## config.mk

```make
export PLATFORM = sky130hd
export DESIGN_NAME = ctaco_top
export DESIGN_NICKNAME = d
export VERILOG_FILES = /design/src/ctaco_pkg.sv /design/src/ctaco_top.sv
export SDC_FILE = /design/constraint.sdc
export NUM_CORES = 1
export LEC_CHECK = 0
export ABC_CLOCK_PERIOD_IN_PS = 7650
export BUFFER_PORTS_ARGS = -buffer_cell sky130_fd_sc_hd__clkbuf_2
export CAP_MARGIN = 20
export CORE_AREA = 2 2 264 266
export CTS_CLUSTER_DIAMETER = 50
export DETAILED_ROUTE_END_ITERATION = 12
export DIE_AREA = 0 0 266 268
export PLACE_DENSITY = 0.56
export SLEW_MARGIN = 20
export SYNTH_ARGS = -nofsm -noshare
export SYNTH_HDL_FRONTEND = slang
export SYNTH_SLANG_ARGS = --single-unit
```

## constraint.sdc

```tcl
create_clock -name CLK -period 7.65 [get_ports CLK]
set_input_delay 0.3825 -clock CLK [delete_from_list [all_inputs] [get_ports CLK]]
set_output_delay 0.3825 -clock CLK [all_outputs]
set_load 0.1 [all_outputs]
```

## src/ctaco_pkg.sv

```systemverilog
// Constants, types and register map of the clock/time arithmetic unit
package ctaco_pkg;

  //////////////////////////////////////////////////////////////////////////////
  // Timing
  localparam int CLK_HZ         = 10_000_000;
  localparam int METER_TICK_S   = 1;
  localparam int METER_TICK_CYC = CLK_HZ * METER_TICK_S;

  //////////////////////////////////////////////////////////////////////////////
  // Register byte offsets
  localparam logic [7:0] OFS_CTRL   = 8'h00;
  localparam logic [7:0] OFS_OPA0   = 8'h04;
  localparam logic [7:0] OFS_OPA1   = 8'h08;
  localparam logic [7:0] OFS_OPA2   = 8'h0C;
  localparam logic [7:0] OFS_OPB0   = 8'h10;
  localparam logic [7:0] OFS_OPB1   = 8'h14;
  localparam logic [7:0] OFS_OPB2   = 8'h18;
  localparam logic [7:0] OFS_RES0   = 8'h1C;
  localparam logic [7:0] OFS_RES1   = 8'h20;
  localparam logic [7:0] OFS_RES2   = 8'h24;
  localparam logic [7:0] OFS_FLAGS  = 8'h28;
  localparam logic [7:0] OFS_MHOUR  = 8'h2C;
  localparam logic [7:0] OFS_MSEC   = 8'h30;
  localparam logic [7:0] OFS_THRESH = 8'h34;
  localparam logic [7:0] OFS_STATUS = 8'h38;
  localparam logic [7:0] OFS_MASK   = 8'h3C;

  //////////////////////////////////////////////////////////////////////////////
  // Field positions
  localparam int CTRL_OP_LSB  = 0;
  localparam int CTRL_REL_LSB = 4;
  localparam int CTRL_START   = 8;
  localparam int CTRL_MEN     = 9;
  localparam int CTRL_RETAIN  = 10;
  localparam int CTRL_RUN     = 11;
  localparam int FLG_ZERO     = 0;
  localparam int FLG_CARRY    = 1;
  localparam int FLG_BORROW   = 2;
  localparam int FLG_REL      = 3;
  localparam int FLG_ERR      = 4;
  localparam int EV_DONE      = 0;
  localparam int EV_ERR       = 1;
  localparam int EV_ALARM     = 2;
  localparam int EV_W         = 3;

  //////////////////////////////////////////////////////////////////////////////
  // Limits and reset values
  localparam logic [15:0] HOUR_LIM      = 16'h0018;
  localparam logic [15:0] MINSEC_LIM    = 16'h003C;
  localparam logic [7:0]  MINSEC_LIM8   = 8'h3C;
  localparam logic [5:0]  HOUR_LIM6     = 6'h18;
  localparam logic [11:0] SEC_HOUR_LAST = 12'hE0F;
  localparam logic [15:0] METER_MAX     = 16'h7FFF;
  localparam logic [15:0] MONTH_MAX     = 16'h000C;
  localparam logic [15:0] LEAP_CENT     = 16'h0064;
  localparam logic [15:0] LEAP_QUAD     = 16'h0190;
  localparam logic [31:0] CTRL_RST      = 32'h0000_0000;
  localparam logic [15:0] THRESH_RST    = 16'h7FFF;
  localparam logic [1:0]  RESP_OKAY     = 2'h0;
  localparam logic [1:0]  RESP_SLVERR   = 2'h2;

  //////////////////////////////////////////////////////////////////////////////
  // Types
  typedef enum logic [1:0] {
    CTACO_TIME_SUM, CTACO_TIME_DIFF, CTACO_DATE_REL, CTACO_TIME_REL
  } ctaco_op_e;

  typedef enum logic [2:0] {
    CTACO_EQ, CTACO_LT, CTACO_GT, CTACO_NE, CTACO_GE, CTACO_LE
  } ctaco_rel_e;

  // Three words: hour/minute/second or year/month/day
  typedef struct packed {
    logic [15:0] w0;
    logic [15:0] w1;
    logic [15:0] w2;
  } ctaco_tri_s;

endpackage

```

## src/ctaco_top.sv

```systemverilog
// Time arithmetic, time/date compare and run-hour meter with AXI4-Lite registers
//
// Local design decisions: the address map and the AXI4-Lite interface to the registers.
`timescale 1ns/1ns

module ctaco_top #(
  parameter int unsigned TICKS_PER_SEC = ctaco_pkg::METER_TICK_CYC
) (
  input  wire logic        CLK,
  input  wire logic        RST_N,
  input  wire logic [7:0]  S_AXI_AWADDR,
  input  wire logic        S_AXI_AWVALID,
  output logic             S_AXI_AWREADY,
  input  wire logic [31:0] S_AXI_WDATA,
  input  wire logic [3:0]  S_AXI_WSTRB,
  input  wire logic        S_AXI_WVALID,
  output logic             S_AXI_WREADY,
  output logic [1:0]       S_AXI_BRESP,
  output logic             S_AXI_BVALID,
  input  wire logic        S_AXI_BREADY,
  input  wire logic [7:0]  S_AXI_ARADDR,
  input  wire logic        S_AXI_ARVALID,
  output logic             S_AXI_ARREADY,
  output logic [31:0]      S_AXI_RDATA,
  output logic [1:0]       S_AXI_RRESP,
  output logic             S_AXI_RVALID,
  input  wire logic        S_AXI_RREADY,
  output logic             ALARM_OUTPUT_BIT,
  output logic             IRQ
);
  import ctaco_pkg::*;

  //////////////////////////////////////////////////////////////////////////////
  // Functions
  function automatic logic addr_mapped(logic [7:0] a);
    return (a[1:0] == 2'h0) && (a <= OFS_MASK);
  endfunction

  function automatic logic [31:0] merge(logic [31:0] old, logic [31:0] nw,
                                        logic [3:0] strb);
    logic [31:0] r;
    r = old;
    for (int i = 0; i < 4; i++) begin
      if (strb[i]) begin
        r[i*8 +: 8] = nw[i*8 +: 8];
      end
    end
    return r;
  endfunction

  function automatic logic time_ok(ctaco_tri_s t);
    return (t.w0 < HOUR_LIM) && (t.w1 < MINSEC_LIM) && (t.w2 < MINSEC_LIM);
  endfunction

  function automatic logic date_ok(ctaco_tri_s d);
    logic       leap;
    logic [4:0] mdays;
    leap = (d.w0[1:0] == 2'h0) &&
           (((d.w0 % LEAP_CENT) != 16'h0000) ||
            ((d.w0 % LEAP_QUAD) == 16'h0000));
    case (d.w1)
      16'h0002: mdays = leap ? 5'h1D : 5'h1C;
      16'h0004, 16'h0006, 16'h0009, 16'h000B: mdays = 5'h1E;
      default: mdays = 5'h1F;
    endcase
    return (d.w1 >= 16'h0001) && (d.w1 <= MONTH_MAX) &&
           (d.w2 >= 16'h0001) && (d.w2 <= {11'h000, mdays});
  endfunction

  function automatic logic rel_hold(logic [2:0] rel, logic [47:0] a,
                                    logic [47:0] b);
    case (rel)
      CTACO_EQ: return a == b;
      CTACO_LT: return a < b;
      CTACO_GT: return a > b;
      CTACO_NE: return a != b;
      CTACO_GE: return a >= b;
      CTACO_LE: return a <= b;
      default:  return 1'b0;
    endcase
  endfunction

  //////////////////////////////////////////////////////////////////////////////
  // AXI4-Lite slave
  logic        aw_held;
  logic        w_held;
  logic [7:0]  aw_addr;
  logic [31:0] w_data;
  logic [3:0]  w_strb;
  logic        bvalid;
  logic [1:0]  bresp;
  logic        rvalid;
  logic [31:0] rdata;
  logic [1:0]  rresp;
  logic [31:0] rd_mux;

  wire logic do_write = aw_held && w_held && !bvalid;
  wire logic aw_take  = S_AXI_AWVALID && S_AXI_AWREADY;
  wire logic w_take   = S_AXI_WVALID && S_AXI_WREADY;
  wire logic ar_take  = S_AXI_ARVALID && S_AXI_ARREADY;
  wire logic wr_hit   = do_write && addr_mapped(aw_addr);

  assign S_AXI_AWREADY = !aw_held && !bvalid;
  assign S_AXI_WREADY  = !w_held && !bvalid;
  assign S_AXI_ARREADY = !rvalid;
  assign S_AXI_BVALID  = bvalid;
  assign S_AXI_BRESP   = bresp;
  assign S_AXI_RVALID  = rvalid;
  assign S_AXI_RDATA   = rdata;
  assign S_AXI_RRESP   = rresp;

  always_ff @(posedge CLK) begin
    if (!RST_N) begin
      aw_held <= 1'b0;
      aw_addr <= 8'h00;
    end else if (aw_take) begin
      aw_held <= 1'b1;
      aw_addr <= S_AXI_AWADDR;
    end else if (do_write) begin
      aw_held <= 1'b0;
    end
  end

  always_ff @(posedge CLK) begin
    if (!RST_N) begin
      w_held <= 1'b0;
      w_data <= 32'h0000_0000;
      w_strb <= 4'h0;
    end else if (w_take) begin
      w_held <= 1'b1;
      w_data <= S_AXI_WDATA;
      w_strb <= S_AXI_WSTRB;
    end else if (do_write) begin
      w_held <= 1'b0;
    end
  end

  always_ff @(posedge CLK) begin
    if (!RST_N) begin
      bvalid <= 1'b0;
      bresp  <= RESP_OKAY;
    end else if (do_write) begin
      bvalid <= 1'b1;
      bresp  <= addr_mapped(aw_addr) ? RESP_OKAY : RESP_SLVERR;
    end else if (S_AXI_BREADY) begin
      bvalid <= 1'b0;
    end
  end

  always_ff @(posedge CLK) begin
    if (!RST_N) begin
      rvalid <= 1'b0;
      rdata  <= 32'h0000_0000;
      rresp  <= RESP_OKAY;
    end else if (ar_take) begin
      rvalid <= 1'b1;
      rdata  <= rd_mux;
      rresp  <= addr_mapped(S_AXI_ARADDR) ? RESP_OKAY : RESP_SLVERR;
    end else if (S_AXI_RREADY) begin
      rvalid <= 1'b0;
    end
  end

  //////////////////////////////////////////////////////////////////////////////
  // Software registers
  logic [31:0]      ctrl;
  ctaco_tri_s       opa;
  ctaco_tri_s       opb;
  ctaco_tri_s       res;
  logic [4:0]       flags;
  logic [15:0]      thresh;
  logic [EV_W-1:0]  status;
  logic [EV_W-1:0]  mask;
  logic [15:0]      meter_hour;
  logic [11:0]      meter_sec;

  wire logic [31:0] wmerged = merge(ctrl, w_data, w_strb);
  wire logic [31:0] wlane   = merge(32'h0000_0000, w_data, w_strb);
  wire ctaco_op_e   op      = ctaco_op_e'(ctrl[CTRL_OP_LSB +: 2]);
  wire logic [2:0]  rel     = ctrl[CTRL_REL_LSB +: 3];
  wire logic        run     = ctrl[CTRL_RUN];
  wire logic        start   = wr_hit && (aw_addr == OFS_CTRL) &&
                              w_strb[1] && w_data[CTRL_START];

  always_ff @(posedge CLK) begin
    if (!RST_N) begin
      ctrl <= CTRL_RST;
    end else if (wr_hit && aw_addr == OFS_CTRL) begin
      ctrl <= wmerged & ~(32'h1 << CTRL_START);
    end
  end

  always_ff @(posedge CLK) begin
    if (!RST_N) begin
      opa    <= '0;
      opb    <= '0;
      thresh <= THRESH_RST;
      mask   <= '0;
    end else if (wr_hit) begin
      case (aw_addr)
        OFS_OPA0:   opa.w0 <= wlane[15:0];
        OFS_OPA1:   opa.w1 <= wlane[15:0];
        OFS_OPA2:   opa.w2 <= wlane[15:0];
        OFS_OPB0:   opb.w0 <= wlane[15:0];
        OFS_OPB1:   opb.w1 <= wlane[15:0];
        OFS_OPB2:   opb.w2 <= wlane[15:0];
        // Top bit dropped: threshold range 0..32767
        OFS_THRESH: thresh <= {1'b0, w_data[14:0]};
        OFS_MASK:   mask   <= w_data[EV_W-1:0];
        default: ;
      endcase
    end
  end

  //////////////////////////////////////////////////////////////////////////////
  // Time arithmetic
  wire logic [7:0] sec_sum  = {1'b0, opa.w2[6:0]} + {1'b0, opb.w2[6:0]};
  wire logic       c_sec    = sec_sum >= MINSEC_LIM8;
  wire logic [7:0] min_sum  = {1'b0, opa.w1[6:0]} + {1'b0, opb.w1[6:0]} +
                              {7'h00, c_sec};
  wire logic       c_min    = min_sum >= MINSEC_LIM8;
  wire logic [5:0] hour_sum = {1'b0, opa.w0[4:0]} + {1'b0, opb.w0[4:0]} +
                              {5'h00, c_min};
  wire logic       c_hour   = hour_sum >= HOUR_LIM6;

  wire logic [7:0] sec_dif  = {1'b0, opa.w2[6:0]} - {1'b0, opb.w2[6:0]};
  wire logic       b_sec    = sec_dif[7];
  wire logic [7:0] min_dif  = {1'b0, opa.w1[6:0]} - {1'b0, opb.w1[6:0]} -
                              {7'h00, b_sec};
  wire logic       b_min    = min_dif[7];
  wire logic [5:0] hour_dif = {1'b0, opa.w0[4:0]} - {1'b0, opb.w0[4:0]} -
                              {5'h00, b_min};
  wire logic       b_hour   = hour_dif[5];

  // Sum with carries seconds to minutes to hours
  wire ctaco_tri_s sum_res = '{
    w0: {10'h000, c_hour ? hour_sum - HOUR_LIM6 : hour_sum},
    w1: {8'h00, c_min ? min_sum - MINSEC_LIM8 : min_sum},
    w2: {8'h00, c_sec ? sec_sum - MINSEC_LIM8 : sec_sum}};
  // Difference with borrows, wrapping into the previous day
  wire ctaco_tri_s dif_res = '{
    w0: {10'h000, b_hour ? hour_dif + HOUR_LIM6 : hour_dif},
    w1: {8'h00, b_min ? min_dif + MINSEC_LIM8 : min_dif},
    w2: {8'h00, b_sec ? sec_dif + MINSEC_LIM8 : sec_dif}};

  wire logic       is_sum   = (op == CTACO_TIME_SUM);
  wire logic       is_date  = (op == CTACO_DATE_REL);
  wire logic       is_cmp   = (op == CTACO_DATE_REL) || (op == CTACO_TIME_REL);
  wire ctaco_tri_s arith    = is_sum ? sum_res : dif_res;
  wire logic       opd_ok   = is_date ? (date_ok(opa) && date_ok(opb))
                                      : (time_ok(opa) && time_ok(opb));
  wire logic       rel_now  = rel_hold(rel, opa, opb);

  // Invalid operands leave the result words untouched
  always_ff @(posedge CLK) begin
    if (!RST_N) begin
      res   <= '0;
      flags <= 5'h00;
    end else if (start && !opd_ok) begin
      flags[FLG_ERR] <= 1'b1;
    end else if (start && is_cmp) begin
      flags[FLG_REL] <= rel_now;
      flags[FLG_ERR] <= 1'b0;
    end else if (start) begin
      res               <= arith;
      flags[FLG_ZERO]   <= (arith == '0);
      flags[FLG_CARRY]  <= is_sum && c_hour;
      flags[FLG_BORROW] <= !is_sum && b_hour;
      flags[FLG_ERR]    <= 1'b0;
    end
  end

  //////////////////////////////////////////////////////////////////////////////
  // Run-hour meter
  logic [31:0] presc;
  logic        run_prev;

  wire logic counting  = run && ctrl[CTRL_MEN];
  wire logic sec_tick  = counting && (presc == TICKS_PER_SEC - 1);
  wire logic hour_step = sec_tick && (meter_sec == SEC_HOUR_LAST);
  wire logic stop_clr  = run_prev && !run && !ctrl[CTRL_RETAIN];

  always_ff @(posedge CLK) begin
    if (!RST_N) begin
      presc <= 32'h0000_0000;
    end else if (!counting || sec_tick) begin
      presc <= 32'h0000_0000;
    end else begin
      presc <= presc + 32'h0000_0001;
    end
  end

  // Alarm does not gate the count
  always_ff @(posedge CLK) begin
    if (!RST_N || stop_clr) begin
      meter_hour <= 16'h0000;
      meter_sec  <= 12'h000;
    end else if (hour_step) begin
      meter_sec  <= 12'h000;
      meter_hour <= (meter_hour == METER_MAX) ? 16'h0000
                                              : meter_hour + 16'h0001;
    end else if (sec_tick) begin
      meter_sec <= meter_sec + 12'h001;
    end
  end

  always_ff @(posedge CLK) begin
    if (!RST_N) begin
      run_prev         <= 1'b0;
      ALARM_OUTPUT_BIT <= 1'b0;
    end else begin
      run_prev         <= run;
      ALARM_OUTPUT_BIT <= meter_hour >= thresh;
    end
  end

  //////////////////////////////////////////////////////////////////////////////
  // Events and interrupt
  wire logic [EV_W-1:0] ev_set = {
    (meter_hour >= thresh) && !ALARM_OUTPUT_BIT,
    start && !opd_ok,
    start};
  wire logic [EV_W-1:0] ev_clr =
    (wr_hit && aw_addr == OFS_STATUS) ? w_data[EV_W-1:0] : '0;

  // Set wins over a simultaneous clear
  always_ff @(posedge CLK) begin
    if (!RST_N) begin
      status <= '0;
      IRQ    <= 1'b0;
    end else begin
      status <= (status & ~ev_clr) | ev_set;
      IRQ    <= |(((status & ~ev_clr) | ev_set) & mask);
    end
  end

  always_comb begin
    case (S_AXI_ARADDR)
      OFS_CTRL:   rd_mux = ctrl;
      OFS_OPA0:   rd_mux = {16'h0000, opa.w0};
      OFS_OPA1:   rd_mux = {16'h0000, opa.w1};
      OFS_OPA2:   rd_mux = {16'h0000, opa.w2};
      OFS_OPB0:   rd_mux = {16'h0000, opb.w0};
      OFS_OPB1:   rd_mux = {16'h0000, opb.w1};
      OFS_OPB2:   rd_mux = {16'h0000, opb.w2};
      OFS_RES0:   rd_mux = {16'h0000, res.w0};
      OFS_RES1:   rd_mux = {16'h0000, res.w1};
      OFS_RES2:   rd_mux = {16'h0000, res.w2};
      OFS_FLAGS:  rd_mux = {27'h0000000, flags};
      OFS_MHOUR:  rd_mux = {16'h0000, meter_hour};
      OFS_MSEC:   rd_mux = {20'h00000, meter_sec};
      OFS_THRESH: rd_mux = {16'h0000, thresh};
      OFS_STATUS: rd_mux = {29'h00000000, status};
      OFS_MASK:   rd_mux = {29'h00000000, mask};
      default:    rd_mux = 32'h0000_0000;
    endcase
  end
endmodule // ctaco_top

```

### Word-level counts from Yosys, hierarchy flattened

Cells that the tools add are included.

* mux-type cells: 30
* reduce and logical (&&, ||, !) cells: 91
* $add $sub $neg: 19
* eq/ne operators: 46
* div/mod/pow operators: 4
* bitwise gates (word level): 7
* order comparisons: 24

Operators by type and width (number)
* 32-bit one-hot mux with 16 select lines: 1
* 8-bit by 6-bit == test with 1-bit output (second input constant): 11
* 16-bit by 3-bit == test with 1-bit output (second input constant): 4
* 16-bit by 4-bit == test with 1-bit output (second input constant): 4
* 16-bit by 1-bit >= comparator with 1-bit output (second input constant): 4
* 16-bit by 6-bit less-than comparator with 1-bit output (second input constant): 4
* 8-bit by 5-bit == test with 1-bit output (second input constant): 7
* 48-bit == test: 1
* 48-bit >= comparator: 1
* 48-bit greater-than comparator: 1
* 48-bit less-or-equal comparator: 1
* 48-bit logical NOT: 1
* 48-bit less-than comparator: 1
* 8-bit two-way mux: 6
* 48-bit != test: 1
* 1-bit logical AND: 38
* 38-bit two-way mux: 1
* 32-bit by 1-bit adder with 32-bit output (second input constant): 1
* 16-bit by 2-bit == test with 1-bit output (second input constant): 2
* 32-bit by 24-bit == test with 1-bit output (second input constant): 1
* 8-bit by 4-bit == test with 1-bit output (second input constant): 4
* 16-bit by 4-bit less-or-equal comparator with 1-bit output (second input constant): 2
* 16-bit by 5-bit less-or-equal comparator with 1-bit output: 2
* 16-bit logical NOT: 2
* 52 further kinds: 120

* bits in registers: 348
* output and inout port bits: 43
* input bits: 59
* word-level logic and storage cells: 256

### Longest topological paths before layout

* word-level depth: 15
* depth in mapped cells: 42
* depth with buffers taken out: 41

### Worst setup path after synthesis

OpenSTA, ideal clock, no wires.

* path kind: register to register
* from: register opb[43] (netlist bit)
* to: register flags[0]
* path slack: -0.056 ns
* cell stages (with the launch flop): 40
* arrival time: 7.636 ns
* setup time: 0.070 ns
* data required time: 7.580 ns
* period minus slack after synthesis: 7.706 ns
* path buffers: 2
* cells stage by stage: dfxtp_1 > buf_6 > or2_1 > buf_6 > a311o_1 > a211oi_4 > nor4_1 > or4_4 > nand4_4 > a31oi_1 > or4b_1 > o211ai_2 > o22ai_1 > xor2_1 > nor2_1 > o311ai_2 > mux2_4 > o21bai_4 > [... 4 more ...] > mux2_1 > a31oi_1 > ha_1 > inv_1 > a21oi_1 > a21oi_1 > nand2_1 > nand4_1 > nor4_1 > o21ai_0 > nand2b_1 > nor2_1 > inv_1 > a221oi_1 > nand4_1 > nor3_1 > nand4_1 > a21oi_1

* word-level cells in the longest chain between the ends: 14
* elaborated cells on any way between the ends: 20
* classes of those cells: div: 2; order compare: 2; mux: 3; bitwise: 1; reduce/logical: 12

RTL lines
* from (decl): RTL line ctaco_top.sv:168 `ctaco_tri_s opb;`
* 16-bit by 7-bit modulo with 16-bit output / 16-bit by 9-bit modulo with 16-bit output (equally long branches): RTL line ctaco_top.sv:59, ctaco_top.sv:60
* 16-bit nonzero test / 16-bit logical NOT (equally long branches): RTL line ctaco_top.sv:59, ctaco_top.sv:60
* 1-bit logical OR: RTL line ctaco_top.sv:59 `(((d.w0 % LEAP_CENT) != 16'h0000) ||`
* 1-bit logical AND: RTL line ctaco_top.sv:58 `leap = (d.w0[1:0] == 2'h0) &&`
* 1-bit two-way mux: RTL line ctaco_top.sv:62 `16'h0002: mdays = leap ? 5'h1D : 5'h1C;`
* 2-bit one-hot mux with 2 select lines: RTL line ctaco_top.sv:61 `case (d.w1)`
* 16-bit by 5-bit less-or-equal comparator with 1-bit output: RTL line ctaco_top.sv:67 `(d.w2 >= 16'h0001) && (d.w2 <= {11'h000, mdays});`
* 1-bit logical AND: RTL line ctaco_top.sv:67
* 1-bit logical AND: RTL line ctaco_top.sv:250 `wire logic opd_ok = is_date ? (date_ok(opa) && date_ok(opb))`
* 1-bit two-way mux *: RTL line ctaco_top.sv:250
* 1-bit logical NOT *: RTL line ctaco_top.sv:259 `end else if (start && !opd_ok) begin`
* 1-bit logical AND *: RTL line ctaco_top.sv:259
* 1-bit inverter (no line) *
* 3-bit AND reduction (no line) *
* to (signal, indexed assignment): RTL line ctaco_top.sv:262 `flags[FLG_REL] <= rel_now;`
* to (signal, indexed assignment): RTL line ctaco_top.sv:266 `flags[FLG_ZERO] <= (arith == '0);`
* to (signal, indexed assignment): RTL line ctaco_top.sv:267 `flags[FLG_CARRY] <= is_sum && c_hour;`
* to (decl): RTL line ctaco_top.sv:170 `logic [4:0] flags;`

Mark *: on every way between the ends. The rest lies on a longest branch, timed or not.
A chain may end at the register's enable or synchronous reset.

### Final worst setup path

Ends and elaborated chain as after synthesis.

==> impl_metrics.yaml <==
run:
  drv_cap: 0
synthesis:
  synthArstFlopShare_pct: 0
  synthCells: 2792
  synth_cell_type_count: 104
  synth-seq-area-share_pct: 30.5
  yosys_warnings: 0
  synth-seq-cells: 320
  yosys_most_used_dff: "dfxtp_1"
  postSynthAreaPerCell_um2: 7.52
  synth_edf_count: 0
  synth_area_mm2: 0.0210
timing:
  grt_setup_unrepaired: "true"
  finalWorstPathRequiredPeriod_ns: 7.91
  post-route-period-util_pct: 103
  relSlewSlack_pct: 33.9
  timing.fmax_ghz: 0.126
  drv_slew: 0
  worst-slew-pin-transition_ns: 0.991
  setup_viol: 7
  final.setup.tns_ns: -0.378
  finalWorstSetupSlack_ns: -0.259
  final.setup_skew_ns: 0.0398
  hold_viol: 0
routing:
  vias: 21800
  routedWlPerCell_um: 18.5
  drtIter0Drc: 1636
  wl_um: 74500
  viasPerCell: 5.41
  ant_nets: 0
  dr.pass1.iters: 6
  drc: 0
hold_path:
  holdPathEnd: "w_data[22]"
  whs_path_depth: 3
  min_path_type: "in -> reg"
  hp-start: "S_AXI_WDATA[22]"
final_layout:
  final_cell_area_mm2: 0.0269
  area_growth_pct: 28.1
  fin_cells: 4032
  fin_nets: 3303
  drive_gt1_share_pct: 21.2
grt:
  grt_max_degree: 157
  grt_pass1_wl_um: 114000
  antenna_found_initial: 2
  grt.total_usage_pct: 19.9
  gr-total-overflow: 0
  grt_pass1_vias: 20300
worst_setup_path:
  worstPathArrival_ns: 8.40
  crit_slowest_cell: "or4_4"
  cp-end-kind: "register"
  crit_family: "compound AO/OA/AOI/OAI gates"
  max_stage_delay_ns: 0.56
  crit_fanout: 5
  worstPathRequired_ns: 8.14
  r2r_slack_ns: -0.26
  start_kind: "register"
  path_class: "reg -> reg"
  regToRegEndpoint: "flags[0]"
  rr_startpoint: "opb[43]"
  worstRegToRegCells: 40
  worst-path-buf-inv: 5
clock_network:
  cts_root_buf: "clkbuf_16"
  cts_htree_levels: 2
  tritoncts: "done"
  cts_made_buffers: 40
  clkTransAtPathRegs_ns: 0.06
  worstSkewPairLatency_ns: 0.59
  cts.sinks: 320
  ctsLongestPathBuffers: 3
placed_design:
  hpwlAfterDp_um: 54600
  dp_cells: 3903
  gp_congestion: 0.974
  place_area_mm2: 0.0241
  place_ws_ns: -0.573
  io_buffers: 99
pwr:
  ir_drop_v: 0.000192
  power_density_mw_per_mm2: 143
  power_leakage_nw: 10.7
  total_power_w: 0.00384
floorplanning:
  start_util_pct: 30.8
  fp.dieW_um: 266
  die_area_mm2: 0.0713
  io_pins: 102
  std_cell_rows: 96
  core-area_mm2: 0.0682
  fp.dieH_um: 268
outcome:
  outcome: "finished, violations left"
  violations: "negative setup slack"
[sequential cells by signal, indices dropped and copies added (netlist names), 15 cells and up]
name         flops
opa             48
opb             48
S_AXI_RDATA     32
presc           32
w_data          32
ctrl            31
res             22
meter_hour      16
thresh          15
[area by class of cell]
class	instances	area (um2)
fillers	7040	41300
multi-input cells	2183	14300
flip-flops and latches	320	6430
repair buffers	438	3190
well taps	882	1100
clock buffers	51	1060
inverters	138	526
clock inverters	18	308
diodes	2	5.00
[synthesized netlist by cell type, types with 7 or more instances]
library cell    n  area [um2]
a211o_1         8        70.1
a211oi_1       24         180
a21o_1         34         255
a21oi_1       288        1440
a221oi_1       27         236
a22o_1         28         245
a22oi_1        64         480
a31oi_1        31         194
and2_1         17         106
and3_1         24         150
buf_1           7        26.3
buf_2          13        65.1
clkbuf_1      124         465
dfxtp_1       320        6410
fa_1           10         200
ha_1          113        1410
inv_1         134         503
mux2i_1        35         350
nand2_1       280        1050
nand2b_1       26         163
nand3_1       105         526
nand3b_1       11        82.6
nand4_1        44         275
nor2_1        433        1630
nor2b_1        19         119
nor3_1         52         260
nor4_1         29         181
o211a_1        13         130
o211ai_1       44         330
o21a_1         11        82.6
o21ai_0        95         475
o21ai_1         7        35.0
o21bai_1       14         105
o22ai_1         8        50.1
o31ai_1         8        60.1
or2_2           9        56.3
or3_1          14        87.6
or4_1           8        60.1
xnor2_1        62         543
xor2_1         57         499
[cell families after synthesis]
family                   count (synthesis)  synth area share, %
buffers and inverters                  290                 5.44
AO/OA/AOI/OAI                          796                 25.4
flip-flops                             320                 30.5
other                                    1               0.0179
AND/OR/NAND/NOR                       1100                 23.9
multiplexers                            43                 2.12
adder cells (fa/ha/maj)                123                 7.69
XOR/XNOR                               119                 4.97
[worst max-delay path by stage]
stage               startpoint  endpoint  slack, ns  cells past startpoint
global route           opb[43]  flags[0]      -0.64                     42
finish                 opb[43]  flags[0]      -0.26                     40
detailed placement     opb[45]  flags[0]      -0.57                     39
CTS                    opb[43]  flags[0]      -0.12                     40
floorplan              opb[43]  flags[0]       0.02                     39
global placement       opa[42]  flags[0]      -0.43                     39
[tightest hold or removal path, delay by kind of cell]
| family | cells | cell delay (ns) |
|---|---|---|
| AO/OA/AOI/OAI | 1 | 0.05 |
| AND/OR/NAND/NOR | 1 | 0.05 |
| buffers and inverters | 1 | 0.09 |
[power by group]
part | internal (W) | total, W | switching (W)
Clock | 0.00117 | 0.00197 | 0.000798
Sequential | 0.00168 | 0.00171 | 0.0000264
Combinational | 0.0000404 | 0.000155 | 0.000115
Total | 0.00290 | 0.00384 | 0.000940
[layer usage]
metal	vias to the layer above	wire length [um]	track usage, %
met5	-	0	0
met4	0	2920	7.30
met3	143	5380	3.51
met2	745	33400	32.0
met1	10300	32700	26.7
li1	10600	-	-
[layout by cell type (no fill, tap or decap), drive strengths merged, types with 12 or more instances in the layout]
cell	netlist	routed
o21bai	15	15
a31oi	33	33
nand2	281	281
a22oi	66	66
o21ai	102	102
nand4	45	45
nand2b	26	26
inv	135	142
a21oi	291	291
nand3	105	105
xnor2	62	62
a21o	35	35
dlygate4sd3	0	14
a211oi	28	28
and3	24	24
buf	28	323
or3	14	14
ha	113	113
nor2	434	434
dfxtp	320	320
a22o	28	28
a221oi	28	28
o211a	13	13
and2	17	17
clkbuf	124	152
nor4	30	30
xor2	57	57
o211ai	46	46
nor3	52	52
nor2b	19	19
mux2i	35	35
or2	12	12
[stage by stage]
| step | utilization [%] | hold WS [ns] |
|---|---|---|
| 5_1_grt | 39.4 | 0.0295 |
| 6_report | 39.4 | 0.0311 |
| 2_1_floorplan | - | 0.426 |
| 3_5_place_dp | 35.4 | 0.447 |
| 3_3_place_gp | 35.4 | 0.442 |
| 4_1_cts | 38.5 | 0.00520 |
[repair_timing]
action / 4_1_cts / 5_1_grt
gates resized for setup: 75 / 102
pin swaps: 39 / 61
endpoints found under the setup margin: 27 / 29
endpoints found under the hold margin: 14 / 0
buffers inserted: 27 / 21
hold buffers: 14 / 0
gates cloned: 0 / 3
No activity file was read; power rests on OpenSTA's default activity.
